[config.mk]
export PLATFORM = sky130hd
export DESIGN_NAME = spi_pin_config
export DESIGN_NICKNAME = d
export VERILOG_FILES = /design/src/design/spi_cfg_pkg.sv /design/src/design/spi_bit_clock_gen.sv /design/src/design/spi_pin_config.sv
export VERILOG_INCLUDE_DIRS = /design/src /design/src/design
export SDC_FILE = /design/constraint.sdc
export NUM_CORES = 1
export LEC_CHECK = 0
export BUFFER_PORTS_ARGS = -buffer_cell sky130_fd_sc_hd__buf_2
export CAP_MARGIN = 20
export CORE_ASPECT_RATIO = 1.75
export CORE_MARGIN = 5
export CORE_UTILIZATION = 47
export DETAILED_ROUTE_END_ITERATION = 12
export HOLD_SLACK_MARGIN = 0.1
export PLACE_DENSITY = 0.78
export REMOVE_ABC_BUFFERS = 1
export SYNTH_ARGS = -nofsm -noshare
export SYNTH_HDL_FRONTEND = slang
export SYNTH_SLANG_ARGS = --single-unit
[constraint.sdc]
create_clock -name clk_sys -period 3.3 [get_ports clk_sys]
set_input_delay 0.165 -clock clk_sys [delete_from_list [all_inputs] [get_ports clk_sys]]
set_output_delay 0.165 -clock clk_sys [all_outputs]
set_load 0.1 [all_outputs]
[src/design/spi_cfg_regs.svh]
// register offsets, field positions and reset values of the spi configuration block
//
// Functional notes
// Control register two reads zero at bits 7, 6, 5 and 2, and those bits hold no state.
// In slave operation mode-fault enable is ignored and the select pin is always the select input.
// In master operation a cleared mode-fault enable releases the select pin to the port, a set one makes it fault input or select output.
// In single-wire mode the bidirectional output enable sets the shared pin direction, 0 input and 1 output.
// With single-wire control cleared the bidirectional output enable has no effect at all.
// In single-wire mode a master shares the MOSI pin and a slave shares the MISO pin.
// Single-wire pin control at bit 0 selects separate data pins when 0 and one shared data pin when 1.
// Stop-in-wait at bit 1 keeps the interface clocks running in wait mode when 0 and stops them when 1.
// The bit-rate register may be read and written at any time whatever the transfer state.
// The prescale field at bits 6:4 divides the bus clock by its value plus one, 1 through 8.
// The rate divisor field divides the prescaler output by two to the power of code plus one, 2 through 512.
// Software must not program a rate divisor code above 1000, those codes are reserved.
// The prescaler feeds the rate divider, whose output is the master bit clock.
// In single-wire master operation the MISO pin is unused and returns to the port.
// In master operation with mode-fault enabled, select output enable 0 gives a fault input and 1 an automatic select output.
// A new prescale or divisor value takes effect at a byte boundary so a running transfer keeps its rate.
`ifndef SPI_CFG_REGS_SVH
`define SPI_CFG_REGS_SVH

`define SPI_CTRL2_OFFSET 8'h00
`define SPI_BITRATE_OFFSET 8'h04

`define SPI_CTRL2_FAULT_EN_BIT 4
`define SPI_CTRL2_BIDIR_OE_BIT 3
`define SPI_CTRL2_SWAI_BIT 1
`define SPI_CTRL2_SPC_BIT 0
`define SPI_CTRL2_RESET 8'h00

`define SPI_BR_PRESC_LSB 4
`define SPI_BR_PRESC_MSB 6
`define SPI_BR_DIV_LSB 0
`define SPI_BR_DIV_MSB 3
`define SPI_BR_DIV_MAX 4'h8
`define SPI_BR_RESET 8'h00

`define AXI_RESP_OKAY 2'h0
`define AXI_RESP_SLVERR 2'h2

`endif

[src/design/spi_cfg_pkg.sv]
// types shared by the spi configuration block
package spi_cfg_pkg;

    // pin drive group towards the pads
    typedef struct packed {
        logic mosi_out;
        logic mosi_oe;
        logic miso_out;
        logic miso_oe;
        logic ss_out;
        logic ss_oe;
    } pin_out_t;

    // hand-off signals from the pin mux towards the shifter side
    typedef struct packed {
        logic serial_in;
        logic ss_n_level;
        logic mode_fault_active;
        logic ss_port_release;
        logic miso_port_release;
    } core_view_t;

    // role of the slave select pin
    typedef enum logic [1:0] {
        SS_SLAVE_IN,
        SS_PORT,
        SS_FAULT_IN,
        SS_AUTO_OUT
    } ss_role_t;

    // one entry of the read response buffer
    typedef struct packed {
        logic [31:0] data;
        logic [1:0] resp;
    } rd_entry_t;

endpackage

[src/design/spi_bit_clock_gen.sv]
// prescaler and power-of-two divider that make the master bit clock
`timescale 1ns/100ps
`default_nettype none
`include "spi_cfg_regs.svh"

module spi_bit_clock_gen (
    input wire logic clk_sys,
    input wire logic rst_n,
    input wire logic clk_en,
    input wire logic run,
    input wire logic load,
    input wire logic [2:0] presc_code,
    input wire logic [3:0] div_code,
    output logic sck_level,
    output logic sck_edge
);

    typedef struct packed {
        logic [2:0] presc_act;
        logic [3:0] div_act;
        logic [2:0] pcnt;
        logic [8:0] hcnt;
        logic sck_level;
        logic sck_edge;
    } st_t;

    st_t s;
    st_t n;

    // last count of one half bit period, in prescaler ticks
    function automatic logic [8:0] half_last(input logic [3:0] code);
        half_last = (9'h001 << code) - 9'h001;
    endfunction

    // the divider runs a half period per 2^code ticks, so a full bit is 2^(code+1)
    always_comb begin
        n = s;
        n.sck_edge = 1'b0;
        if (load) begin
            n.presc_act = presc_code;
            n.div_act = div_code;
        end
        if (!run) begin
            n.pcnt = 3'h0;
            n.hcnt = 9'h000;
            n.sck_level = 1'b0;
        end else if (s.pcnt >= s.presc_act) begin // a count past a lowered end stops now
            n.pcnt = 3'h0;
            if (s.hcnt >= half_last(s.div_act)) begin
                n.hcnt = 9'h000;
                n.sck_edge = 1'b1;
                n.sck_level = ~s.sck_level;
            end else begin
                n.hcnt = s.hcnt + 9'h001;
            end
        end else begin
            n.pcnt = s.pcnt + 3'h1;
        end
    end

    always_ff @(posedge clk_sys) begin
        if (!rst_n) begin
            s <= '0;
        end else if (clk_en) begin
            s <= n;
        end
    end

    assign sck_level = s.sck_level;
    assign sck_edge = s.sck_edge;

endmodule // spi_bit_clock_gen

`default_nettype wire

[src/design/spi_pin_config.sv]
// spi secondary configuration: registers over axi4-lite, pin mux and bit clock
`timescale 1ns/100ps
`default_nettype none
`include "spi_cfg_regs.svh"

module spi_pin_config #(
    parameter int ADDR_W = 8,
    parameter int RBUF_DEPTH = 2
) (
    input wire logic clk_sys,
    input wire logic rst_n,
    input wire logic clk_en,
    // axi4-lite slave
    input wire logic [ADDR_W-1:0] s_axi_awaddr,
    input wire logic s_axi_awvalid,
    output logic s_axi_awready,
    input wire logic [31:0] s_axi_wdata,
    input wire logic [3:0] s_axi_wstrb,
    input wire logic s_axi_wvalid,
    output logic s_axi_wready,
    output logic [1:0] s_axi_bresp,
    output logic s_axi_bvalid,
    input wire logic s_axi_bready,
    input wire logic [ADDR_W-1:0] s_axi_araddr,
    input wire logic s_axi_arvalid,
    output logic s_axi_arready,
    output logic [31:0] s_axi_rdata,
    output logic [1:0] s_axi_rresp,
    output logic s_axi_rvalid,
    input wire logic s_axi_rready,
    // shifter side
    input wire logic master_select,
    input wire logic slave_select_output_enable,
    input wire logic wait_mode,
    input wire logic byte_boundary,
    input wire logic serial_out,
    input wire logic ss_drive_n,
    output spi_cfg_pkg::core_view_t core_view,
    output logic clocks_run,
    output logic sck_level,
    output logic sck_edge,
    // pads
    input wire logic mosi_in,
    input wire logic miso_in,
    input wire logic ss_in,
    output spi_cfg_pkg::pin_out_t pins
);

    // pointer and count widths of the read buffer
    localparam int PW = (RBUF_DEPTH > 1) ? $clog2(RBUF_DEPTH) : 1;
    localparam int CW = $clog2(RBUF_DEPTH + 1);

    // refuse shapes the decode and the buffer cannot serve
    generate
        if (ADDR_W < 3 || ADDR_W > 32) begin : g_bad_addr
            $error("spi_pin_config: ADDR_W must lie in 3..32");
        end
        if (RBUF_DEPTH < 2) begin : g_bad_depth
            $error("spi_pin_config: RBUF_DEPTH must be at least 2");
        end
    endgenerate

    typedef struct packed {
        logic fault_en;
        logic bidir_oe;
        logic swai;
        logic spc;
        logic [2:0] presc;
        logic [3:0] div;

        logic aw_held;
        logic [ADDR_W-1:0] awaddr;
        logic w_held;
        logic [7:0] wdata;
        logic wlane0;
        logic bvalid;
        logic [1:0] bresp;

        spi_cfg_pkg::rd_entry_t [RBUF_DEPTH-1:0] rbuf;
        logic [PW-1:0] wr_ptr;
        logic [PW-1:0] rd_ptr;
        logic [CW-1:0] count;

        spi_cfg_pkg::pin_out_t pins;
        spi_cfg_pkg::core_view_t view;
        spi_cfg_pkg::ss_role_t ss_role;
    } st_t;

    // state and its next value
    st_t s;
    st_t n;

    // wait gating and buffer strobes
    logic clk_run;
    logic rd_push;
    logic rd_pop;

    // register decode, shared by the read and the write path
    function automatic logic is_ctrl2(input logic [ADDR_W-1:0] a);
        is_ctrl2 = (a[ADDR_W-1:2] == (ADDR_W-2)'(`SPI_CTRL2_OFFSET >> 2));
    endfunction

    function automatic logic is_bitrate(input logic [ADDR_W-1:0] a);
        is_bitrate = (a[ADDR_W-1:2] == (ADDR_W-2)'(`SPI_BITRATE_OFFSET >> 2));
    endfunction

    // wrap a buffer pointer at the depth
    function automatic logic [PW-1:0] ptr_inc(input logic [PW-1:0] p);
        if (p == PW'(RBUF_DEPTH - 1)) begin
            ptr_inc = '0;
        end else begin
            ptr_inc = p + PW'(1);
        end
    endfunction

    // read data of a register, unimplemented bits are constant zero
    function automatic spi_cfg_pkg::rd_entry_t read_reg(input st_t q, input logic [ADDR_W-1:0] a);
        logic [7:0] v;
        v = 8'h00;
        read_reg.resp = `AXI_RESP_OKAY;
        if (is_ctrl2(a)) begin
            v[`SPI_CTRL2_FAULT_EN_BIT] = q.fault_en;
            v[`SPI_CTRL2_BIDIR_OE_BIT] = q.bidir_oe;
            v[`SPI_CTRL2_SWAI_BIT] = q.swai;
            v[`SPI_CTRL2_SPC_BIT] = q.spc;
        end else if (is_bitrate(a)) begin
            v[`SPI_BR_PRESC_MSB:`SPI_BR_PRESC_LSB] = q.presc;
            v[`SPI_BR_DIV_MSB:`SPI_BR_DIV_LSB] = q.div;
        end else begin
            read_reg.resp = `AXI_RESP_SLVERR;
        end
        read_reg.data = {24'h000000, v};
    endfunction

    // stopping in wait mode freezes the divider; registers stay reachable
    assign clk_run = !(s.swai && wait_mode);

    // bus handshakes are combinational from state
    assign s_axi_awready = !s.aw_held && !s.bvalid;
    assign s_axi_wready = !s.w_held && !s.bvalid;

    // a full buffer refuses the address
    assign s_axi_arready = (s.count != CW'(RBUF_DEPTH));

    // one answer in and one out per cycle
    assign rd_push = s_axi_arvalid && s_axi_arready;
    assign rd_pop = s_axi_rvalid && s_axi_rready;

    always_comb begin
        n = s;
        // write address and data may arrive in either order
        if (s_axi_awvalid && s_axi_awready) begin
            n.aw_held = 1'b1;
            n.awaddr = s_axi_awaddr;
        end
        if (s_axi_wvalid && s_axi_wready) begin
            n.w_held = 1'b1;
            n.wdata = s_axi_wdata[7:0];
            n.wlane0 = s_axi_wstrb[0];
        end

        // commit once both halves are held; writes go through in any transfer state
        if (s.aw_held && s.w_held && !s.bvalid) begin
            n.aw_held = 1'b0;
            n.w_held = 1'b0;
            n.bvalid = 1'b1;
            n.bresp = `AXI_RESP_OKAY;
            // only byte lane 0 carries a register
            if (is_ctrl2(s.awaddr)) begin
                if (s.wlane0) begin
                    n.fault_en = s.wdata[`SPI_CTRL2_FAULT_EN_BIT];
                    n.bidir_oe = s.wdata[`SPI_CTRL2_BIDIR_OE_BIT];
                    n.swai = s.wdata[`SPI_CTRL2_SWAI_BIT];
                    n.spc = s.wdata[`SPI_CTRL2_SPC_BIT];
                end
            end else if (is_bitrate(s.awaddr)) begin
                if (s.wlane0) begin
                    n.presc = s.wdata[`SPI_BR_PRESC_MSB:`SPI_BR_PRESC_LSB];
                    // reserved divisor codes are clamped to the slowest rate
                    if (s.wdata[`SPI_BR_DIV_MSB:`SPI_BR_DIV_LSB] > `SPI_BR_DIV_MAX) begin
                        n.div = `SPI_BR_DIV_MAX;
                    end else begin
                        n.div = s.wdata[`SPI_BR_DIV_MSB:`SPI_BR_DIV_LSB];
                    end
                end
            end else begin
                n.bresp = `AXI_RESP_SLVERR;
            end
        end

        // the answer stands until taken
        if (s.bvalid && s_axi_bready) begin
            n.bvalid = 1'b0;
        end

        // read answers queue in the buffer so a stalled rready loses none
        if (rd_push) begin
            n.rbuf[s.wr_ptr] = read_reg(s, s_axi_araddr);
            n.wr_ptr = ptr_inc(s.wr_ptr);
        end
        if (rd_pop) begin
            n.rd_ptr = ptr_inc(s.rd_ptr);
        end

        // the count tells full from empty
        if (rd_push && !rd_pop) begin
            n.count = s.count + CW'(1);
        end else if (rd_pop && !rd_push) begin
            n.count = s.count - CW'(1);
        end

        // select pin role from master select, fault enable and output enable
        // recomputed every cycle, no write needed
        if (!master_select) begin
            n.ss_role = spi_cfg_pkg::SS_SLAVE_IN;
        end else if (!s.fault_en) begin
            n.ss_role = spi_cfg_pkg::SS_PORT;
        end else if (!slave_select_output_enable) begin
            n.ss_role = spi_cfg_pkg::SS_FAULT_IN;
        end else begin
            n.ss_role = spi_cfg_pkg::SS_AUTO_OUT;
        end

        // default: every pad released, nothing driven
        n.pins = '0;
        n.view.ss_n_level = ss_in;
        n.view.ss_port_release = (n.ss_role == spi_cfg_pkg::SS_PORT);
        n.view.mode_fault_active = (n.ss_role == spi_cfg_pkg::SS_FAULT_IN);
        n.view.miso_port_release = 1'b0;

        // only an automatic select output drives it
        if (n.ss_role == spi_cfg_pkg::SS_AUTO_OUT) begin
            n.pins.ss_out = ss_drive_n;
            n.pins.ss_oe = 1'b1;
        end

        // data pins; bidir_oe is looked at only under single-wire mode
        if (master_select) begin
            n.pins.mosi_out = serial_out;
            if (s.spc) begin
                n.pins.mosi_oe = s.bidir_oe;
                n.view.serial_in = mosi_in;
                n.view.miso_port_release = 1'b1;
            end else begin
                n.pins.mosi_oe = 1'b1;
                n.view.serial_in = miso_in;
            end
        end else begin
            // a slave drives its output only while selected, to share the line
            n.pins.miso_out = serial_out;
            n.view.serial_in = s.spc ? miso_in : mosi_in;
            if (s.spc) begin
                n.pins.miso_oe = s.bidir_oe && !ss_in;
            end else begin
                n.pins.miso_oe = !ss_in;
            end
        end
    end

    // single state register; clk_en freezes everything
    always_ff @(posedge clk_sys) begin
        if (!rst_n) begin
            // register fields take their reset values
            s <= '0;
            s.fault_en <= 1'(`SPI_CTRL2_RESET >> `SPI_CTRL2_FAULT_EN_BIT);
            s.presc <= 3'(`SPI_BR_RESET >> `SPI_BR_PRESC_LSB);
            s.div <= 4'(`SPI_BR_RESET >> `SPI_BR_DIV_LSB);
            s.ss_role <= spi_cfg_pkg::SS_SLAVE_IN;
        end else if (clk_en) begin
            s <= n;
        end
    end

    // prescaler then divider; new rates load only at byte boundaries
    spi_bit_clock_gen u_bit_clock_gen (
        .clk_sys(clk_sys),
        .rst_n(rst_n),
        .clk_en(clk_en && clk_run),
        .run(master_select),
        .load(byte_boundary),
        .presc_code(s.presc),
        .div_code(s.div),
        .sck_level(sck_level),
        .sck_edge(sck_edge)
    );

    // bus answers straight from flops
    assign s_axi_bvalid = s.bvalid;
    assign s_axi_bresp = s.bresp;
    assign s_axi_rvalid = (s.count != '0);
    assign s_axi_rdata = s.rbuf[s.rd_ptr].data;
    assign s_axi_rresp = s.rbuf[s.rd_ptr].resp;

    // pads and view lag inputs a cycle
    assign pins = s.pins;
    assign core_view = s.view;

    // comb, so the shifter stops with the divider
    assign clocks_run = clk_run;

endmodule // spi_pin_config

`default_nettype wire

# After elaboration in Yosys (flattened, before gate mapping)
# Index checks and enable logic that the tools add are counted.
[word_totals]
inputBits = 69
register_bits = 137
latch_bits = 0
word_cells = 153
memories = 0
rom_bits = 0
mem_bits_rw = 0
[classes]
mux = 49
n_eq_ne = 8
shift = 1
magnitude_cmp = 6
n_mul = 0
n_bitwise = 2
reduce_logical = 43
div_mod_pow = 0
addsub = 7
[op_table]
columns = ["operator", "count"]
rows = [
  ["$mux 34", 3],
  ["$bwmux 68", 1],
  ["$mux 2", 19],
  ["$demux 34 s1", 1],
  ["$reduce_and 2->1", 11],
  ["$mux 9", 2],
  ["$mux 1", 16],
  ["$logic_and 1x1->1", 15],
  ["$mux 13", 1],
  ["$eq 6x1->1 const B", 2],
  ["$logic_not 6->1", 2],
  ["$mux 11", 1],
  ["$mux 10", 1],
  ["$reduce_bool 2->1", 5],
  ["$add 9x1->9 const B", 1],
  ["$ge 9x9->1", 1],
  ["$shl 1x4->9 const A", 1],
  ["$sub 9x1->9 const B", 1],
  ["$logic_not 1->1", 7],
  ["$mux 7", 1],
  ["$mux 3", 2],
  ["$reduce_and 5->1", 1],
  ["$eq 2x2->1 const B", 2],
  ["$gt 4x4->1 const B", 1],
  ["14 further kinds", 18],
]

# Depth between registers and ports, before layout
[depth]
depth_word = 6
mapped_depth = 12
mapped_depth_nobuf = 12

# By module
# Synthesis repeated with hierarchy kept, for this count alone.
[hier_totals]
cells_unflattened = 504
hier_area_um2 = 4426.7
[by_module_without_submodules]
columns = ["module", "seq_area_each_um2", "area_each_um2", "cells_per_inst", "instances"]
rows = [
  ["spi_pin_config", 1201.2, 2962.8, 320, 1],
  ["spi_bit_clock_gen", 420.4, 1463.9, 184, 1],
]

# Worst setup path after synthesis
# No wires, ideal clock.
[synth_timing]
path_type = "register to register"
start = "register u_bit_clock_gen.s[14] in the netlist's numbering"
end = "register u_bit_clock_gen.s[7] in the netlist's numbering"
path_slack_ns = 0.171
stages_incl_launch_ff = 12
required_ns = 3.213
arrival_time_ns = 3.042
path_buffers = 0
path_cell_list = "dfxtp_1 or2_2 or3_1 ha_1 a21o_1 a32oi_1 ha_1 a211oi_1 o21bai_1 a2111oi_4 nand2_1 o31ai_1"
[synth_between]
elab_chain_len = 6
[synth_rtl]
columns = ["element", "line", "rtl"]
rows = [
  ["start: declaration", "spi_bit_clock_gen.sv:27", "st_t s;"],
  ["start signal: assignment", "spi_bit_clock_gen.sv:65", "s <= n;"],
  ["$shl 1x4->9", "spi_bit_clock_gen.sv:32", "half_last = (9'h001 << code) - 9'h001;"],
  ["$sub 9x1->9", "spi_bit_clock_gen.sv:32", ""],
  ["$ge 9x9->1", "spi_bit_clock_gen.sv:49", "if (s.hcnt >= half_last(s.div_act)) begin"],
  ["$mux 9", "spi_bit_clock_gen.sv:49", ""],
  ["$mux 11", "spi_bit_clock_gen.sv:47", "end else if (s.pcnt >= s.presc_act) begin"],
  ["$mux 13", "spi_bit_clock_gen.sv:43", "if (!run) begin"],
]
# Every way passes these cells. The select of a mux whose other input is x is not followed.
# A chain may end at the register's enable or synchronous reset.

# Worst setup path after layout
[layout_timing]
start = "register u_bit_clock_gen.s[14] in the netlist's numbering"
end = "register u_bit_clock_gen.s (netlist bit u_bit_clock_gen.sck_level)"
[layout_between]
elab_chain_len = 5
[layout_rtl]
columns = ["element", "line"]
rows = [
  ["$shl 1x4->9", "spi_bit_clock_gen.sv:32"],
  ["$sub 9x1->9", "spi_bit_clock_gen.sv:32"],
  ["$ge 9x9->1", "spi_bit_clock_gen.sv:49"],
  ["$ne 2x1->1 (no source line)", "-"],
  ["$reduce_and 3->1 (no source line)", "-"],
]
# Every way passes these cells.

==> key figures <==
Synth
  • Post-Syn Instances: 462
  • Number of enable flip-flop cells after synthesis: 0
  • Most used flip-flop cell after synthesis: dfxtp_1
  • Share of the synthesized area in the top cell type: 39.7%
  • Most area-hungry cell type in the Yosys netlist: dfxtp_1
  • Mapped Area: 0.00408 mm^2
  • Library cells used by synthesis: 48
  • Synth top area cells: dfxtp_1, mux2i_1, buf_4
  • FF+latch count, synth: 81
  • Syn avg cell area: 8.84 um^2
  • Synth warnings: 0
  • Asr flop ratio synth: 0%
  • Register area share after synthesis: 39.7%

Finish
  • Fill cells: 760
  • Commonest cells after routing, fill and taps aside: dfxtp_1, buf_2, nor2_1
  • Diode count: 0
  • Area grow syn2layout: 18.7%
  • Post-layout utilization of the core: 56.2%
  • Commonest non-fill, non-tap cell in the layout: dfxtp_1
  • Fraction of layout cells with a size suffix above 1: 21.2%
  • Fin nets: 612

Worst hold path
  • Hold crit path type: input pin to register

CTS
  • Clock slew at reported path FFs: 0.06 ns
  • # Post-CTS Setup Buffers: 0
  • Clock root cell: clkbuf_16
  • CTS Buf Count: 9
  • CTS Sinks: 81
  • Clock Tree Buf Depth: 2
  • CTS tree: built
  • H-tree levels: 3
  • Clk_lat worst skew: 0.34 ns

Timing
  • Worst Tran Pin Value: 0.764 ns
  • Final hold vios: 0
  • RSZ-0062 raised after global routing: true
  • Final Slew Violations: 0
  • Post-layout minimum cycle time: 3.10 ns
  • Clock Skew: 0.00435 ns
  • Max Fclk: 0.323 GHz
  • Sum Neg Setup Slack: 0 ns
  • Worst slew margin relative to its limit: 48.9%
  • Final Cycle Share: 93.9%
  • Final setup vio count: 0
  • WHS: 0.107 ns

Setup path
  • WP data required: 3.57 ns
  • Worst Path Class, Setup: register to register
  • Worst Path Max Fanout: 5
  • Worst Path Arrival: 3.37 ns
  • Crit path max-delay family: simple AND/OR/NAND/NOR gates
  • Setup crit start kind: register
  • Worst-path cell chain: or2_2 > or3_1 > ha_2 > nor3_1 > a21o_1 > a32oi_1 > ha_1 > nand4_1 > nor2_2 > a211oi_1 > buf_4 > or3b_2 > a31oi_1
  • CP endpoint kind: register
  • WP buf/inv: 1
  • Crit-path slowest cell: or3b_2
  • Largest stage delay on the critical path: 0.43 ns

Detailed routing
  • Via density per instance: 5.14
  • Drt drc: 0
  • Routed WL: 9010 um
  • Via Count: 3337
  • Wire per inst: 13.9 um
  • First-pass DRT Iterations: 4
  • DR iter-0 viols: 152
  • Antenna Violating Nets Remaining: 0

Die
  • Core Area: 0.00861 mm^2
  • IO Pins: 124
  • Initial Util: 47.4%
  • Die H: 133 um
  • Die area: 0.0107 mm^2
  • Cell Rows: 45
  • Die Span X: 80.5 um

Power
  • P_leak: 2.02 nW
  • Clk network pwr share: 41.9%
  • Max rail drop VDD: 0.349 mV
  • Seq pwr share: 39.6%
  • Internal power: 0.00180 W
  • Switch Pwr: 0.000810 W
  • Combinational Power Share: 18.5%
  • Switching Fraction: 31.0%
  • Pwr Density: 539 mW/mm^2

Job
  • # Max-Cap Violations: 0

Global routing
  • Routing usage on met3: 4.33%
  • Global-route wire length before repair: 14700 um
  • Global-route track usage on met1: 18.0%
  • Largest net degree at the start of global routing: 43
  • Gr usage total: 17.2%
  • GRT Max-Usage Layer: met2
  • Vias in the first global route: 3336
  • Remaining Overflow, GRT: 0
  • Met2 Use GR: 30.8%
  • Initial antenna violation count: 0

Placement
  • Detail Placement HPWL: 6610 um
  • GP Congestion: 0.830
  • Port bufs: 64

Outcome
  • Outcome: finished, final reports clean
worst paths after layout:
check,startpoint,to,slack [ns],cells past startpoint
worst max register to register,u_bit_clock_gen.s[14]$_SDFFE_PN0P_,u_bit_clock_gen.sck_level$_SDFFE_PN0P_,0.20,13
worst max-delay path,u_bit_clock_gen.s[14]$_SDFFE_PN0P_,u_bit_clock_gen.sck_level$_SDFFE_PN0P_,0.20,13
worst min-delay path,ss_in,core_view[3]$_SDFFE_PN0P_,0.11,3
worst min register to register,u_bit_clock_gen.sck_edge$_SDFFE_PN0P_,u_bit_clock_gen.sck_edge$_SDFFE_PN0P_,0.46,2
worst register-to-register path, cell delays in order (launching register included):
cell      delay [ns]
dfxtp_1         0.31
or2_2           0.31
or3_1           0.36
ha_2            0.22
nor3_1          0.14
a21o_1          0.11
a32oi_1         0.10
ha_1            0.31
nand4_1         0.15
nor2_2          0.20
a211oi_1        0.10
buf_4           0.17
or3b_2          0.43
a31oi_1         0.12
synth_stat cells (all sizes together) (2+ instances only):
master  number
nor2        60
nand4        2
nand4b       3
nand2b      10
dfxtp       81
o31ai        2
mux2         8
nor3        10
o21ai        9
nand3b       5
a211oi       4
ha          16
xor2         4
a22oi        3
a31oi        5
a21oi       37
mux2i       33
or3          2
buf         42
xnor2        3
nor4bb       2
and3         4
a32oi        5
inv          8
nor2b        4
and2         6
clkbuf      18
and4b        2
nand3       21
or2          2
or3b         4
a22o         8
nand2       30
o211ai       2
power groups by stage:
| stage | clock network, W | registers (W) | logic [W] |
|---|---|---|---|
| 2_1_floorplan | 0 | 0.00109 | 0.000349 |
| 3_3_place_gp | 0 | 0.00105 | 0.000464 |
| 3_5_place_dp | 0 | 0.00105 | 0.000468 |
| 4_1_cts | 0.00111 | 0.00103 | 0.000484 |
| 5_1_grt | 0.00115 | 0.00104 | 0.000512 |
| 6_report | 0.00109 | 0.00103 | 0.000484 |
metal layers:
layer / part of all wire (%) / routed length [um]
met1: 37 / 3350
met2: 54 / 4910
met3: 4.7 / 425
met4: 3.6 / 321
met5: 0 / 0
layout make-up:
| cell class | count | area [um^2] | share of cell area (%) |
|---|---|---|---|
| clock buffer | 10 | 239 | 4.93 |
| clock inverter | 6 | 90.1 | 1.86 |
| tap | 117 | 146 | 3.02 |
| inverter | 9 | 33.8 | 0.697 |
| sequential | 81 | 1620 | 33.5 |
| multi-input combinational | 338 | 2170 | 44.8 |
| timing repair buffer | 88 | 544 | 11.2 |
flip-flops by register name, summed over array words and instances, names as in the netlist:
signal and flops:
u_bit_clock_gen.sck_edge 1, core_view 5, s 47, u_bit_clock_gen.sck_level 1
s_axi_bresp 1, pins 6, s_axi_bvalid 1, u_bit_clock_gen.s 19
logic make-up after synthesis:
family / after synthesis / share of synthesized area [%]
and+or+nand+nor: 169 / 21.1
DFF: 81 / 39.7
AOI/OAI and AO/OA: 78 / 12.4
buffers and inverters: 69 / 10.0
muxes: 41 / 10.3
adders and majority gates: 16 / 4.90
xor gates and xnor gates: 7 / 1.50
other: 1 / 0.0919
per-stage QoR:
step                      instance area [um^2]  cells  power (W)  setup slack [ns]
final                                     4840    649    0.00261             0.200
after global routing                      4840    649    0.00270          -0.00790
after CTS                                 4830    649    0.00262            0.0537
after detailed placement                  4340    617    0.00152            0.0940
after global placement                    4340    617    0.00152             0.178
after floorplan                           3800    428    0.00144             0.152
timing repair:
item	CTS	global route
setup endpoints to repair	0	8
resized for setup	0	6
endpoints found under the hold margin	16	0
hold buffers	16	0
No activity file was read; power rests on OpenSTA's default activity.
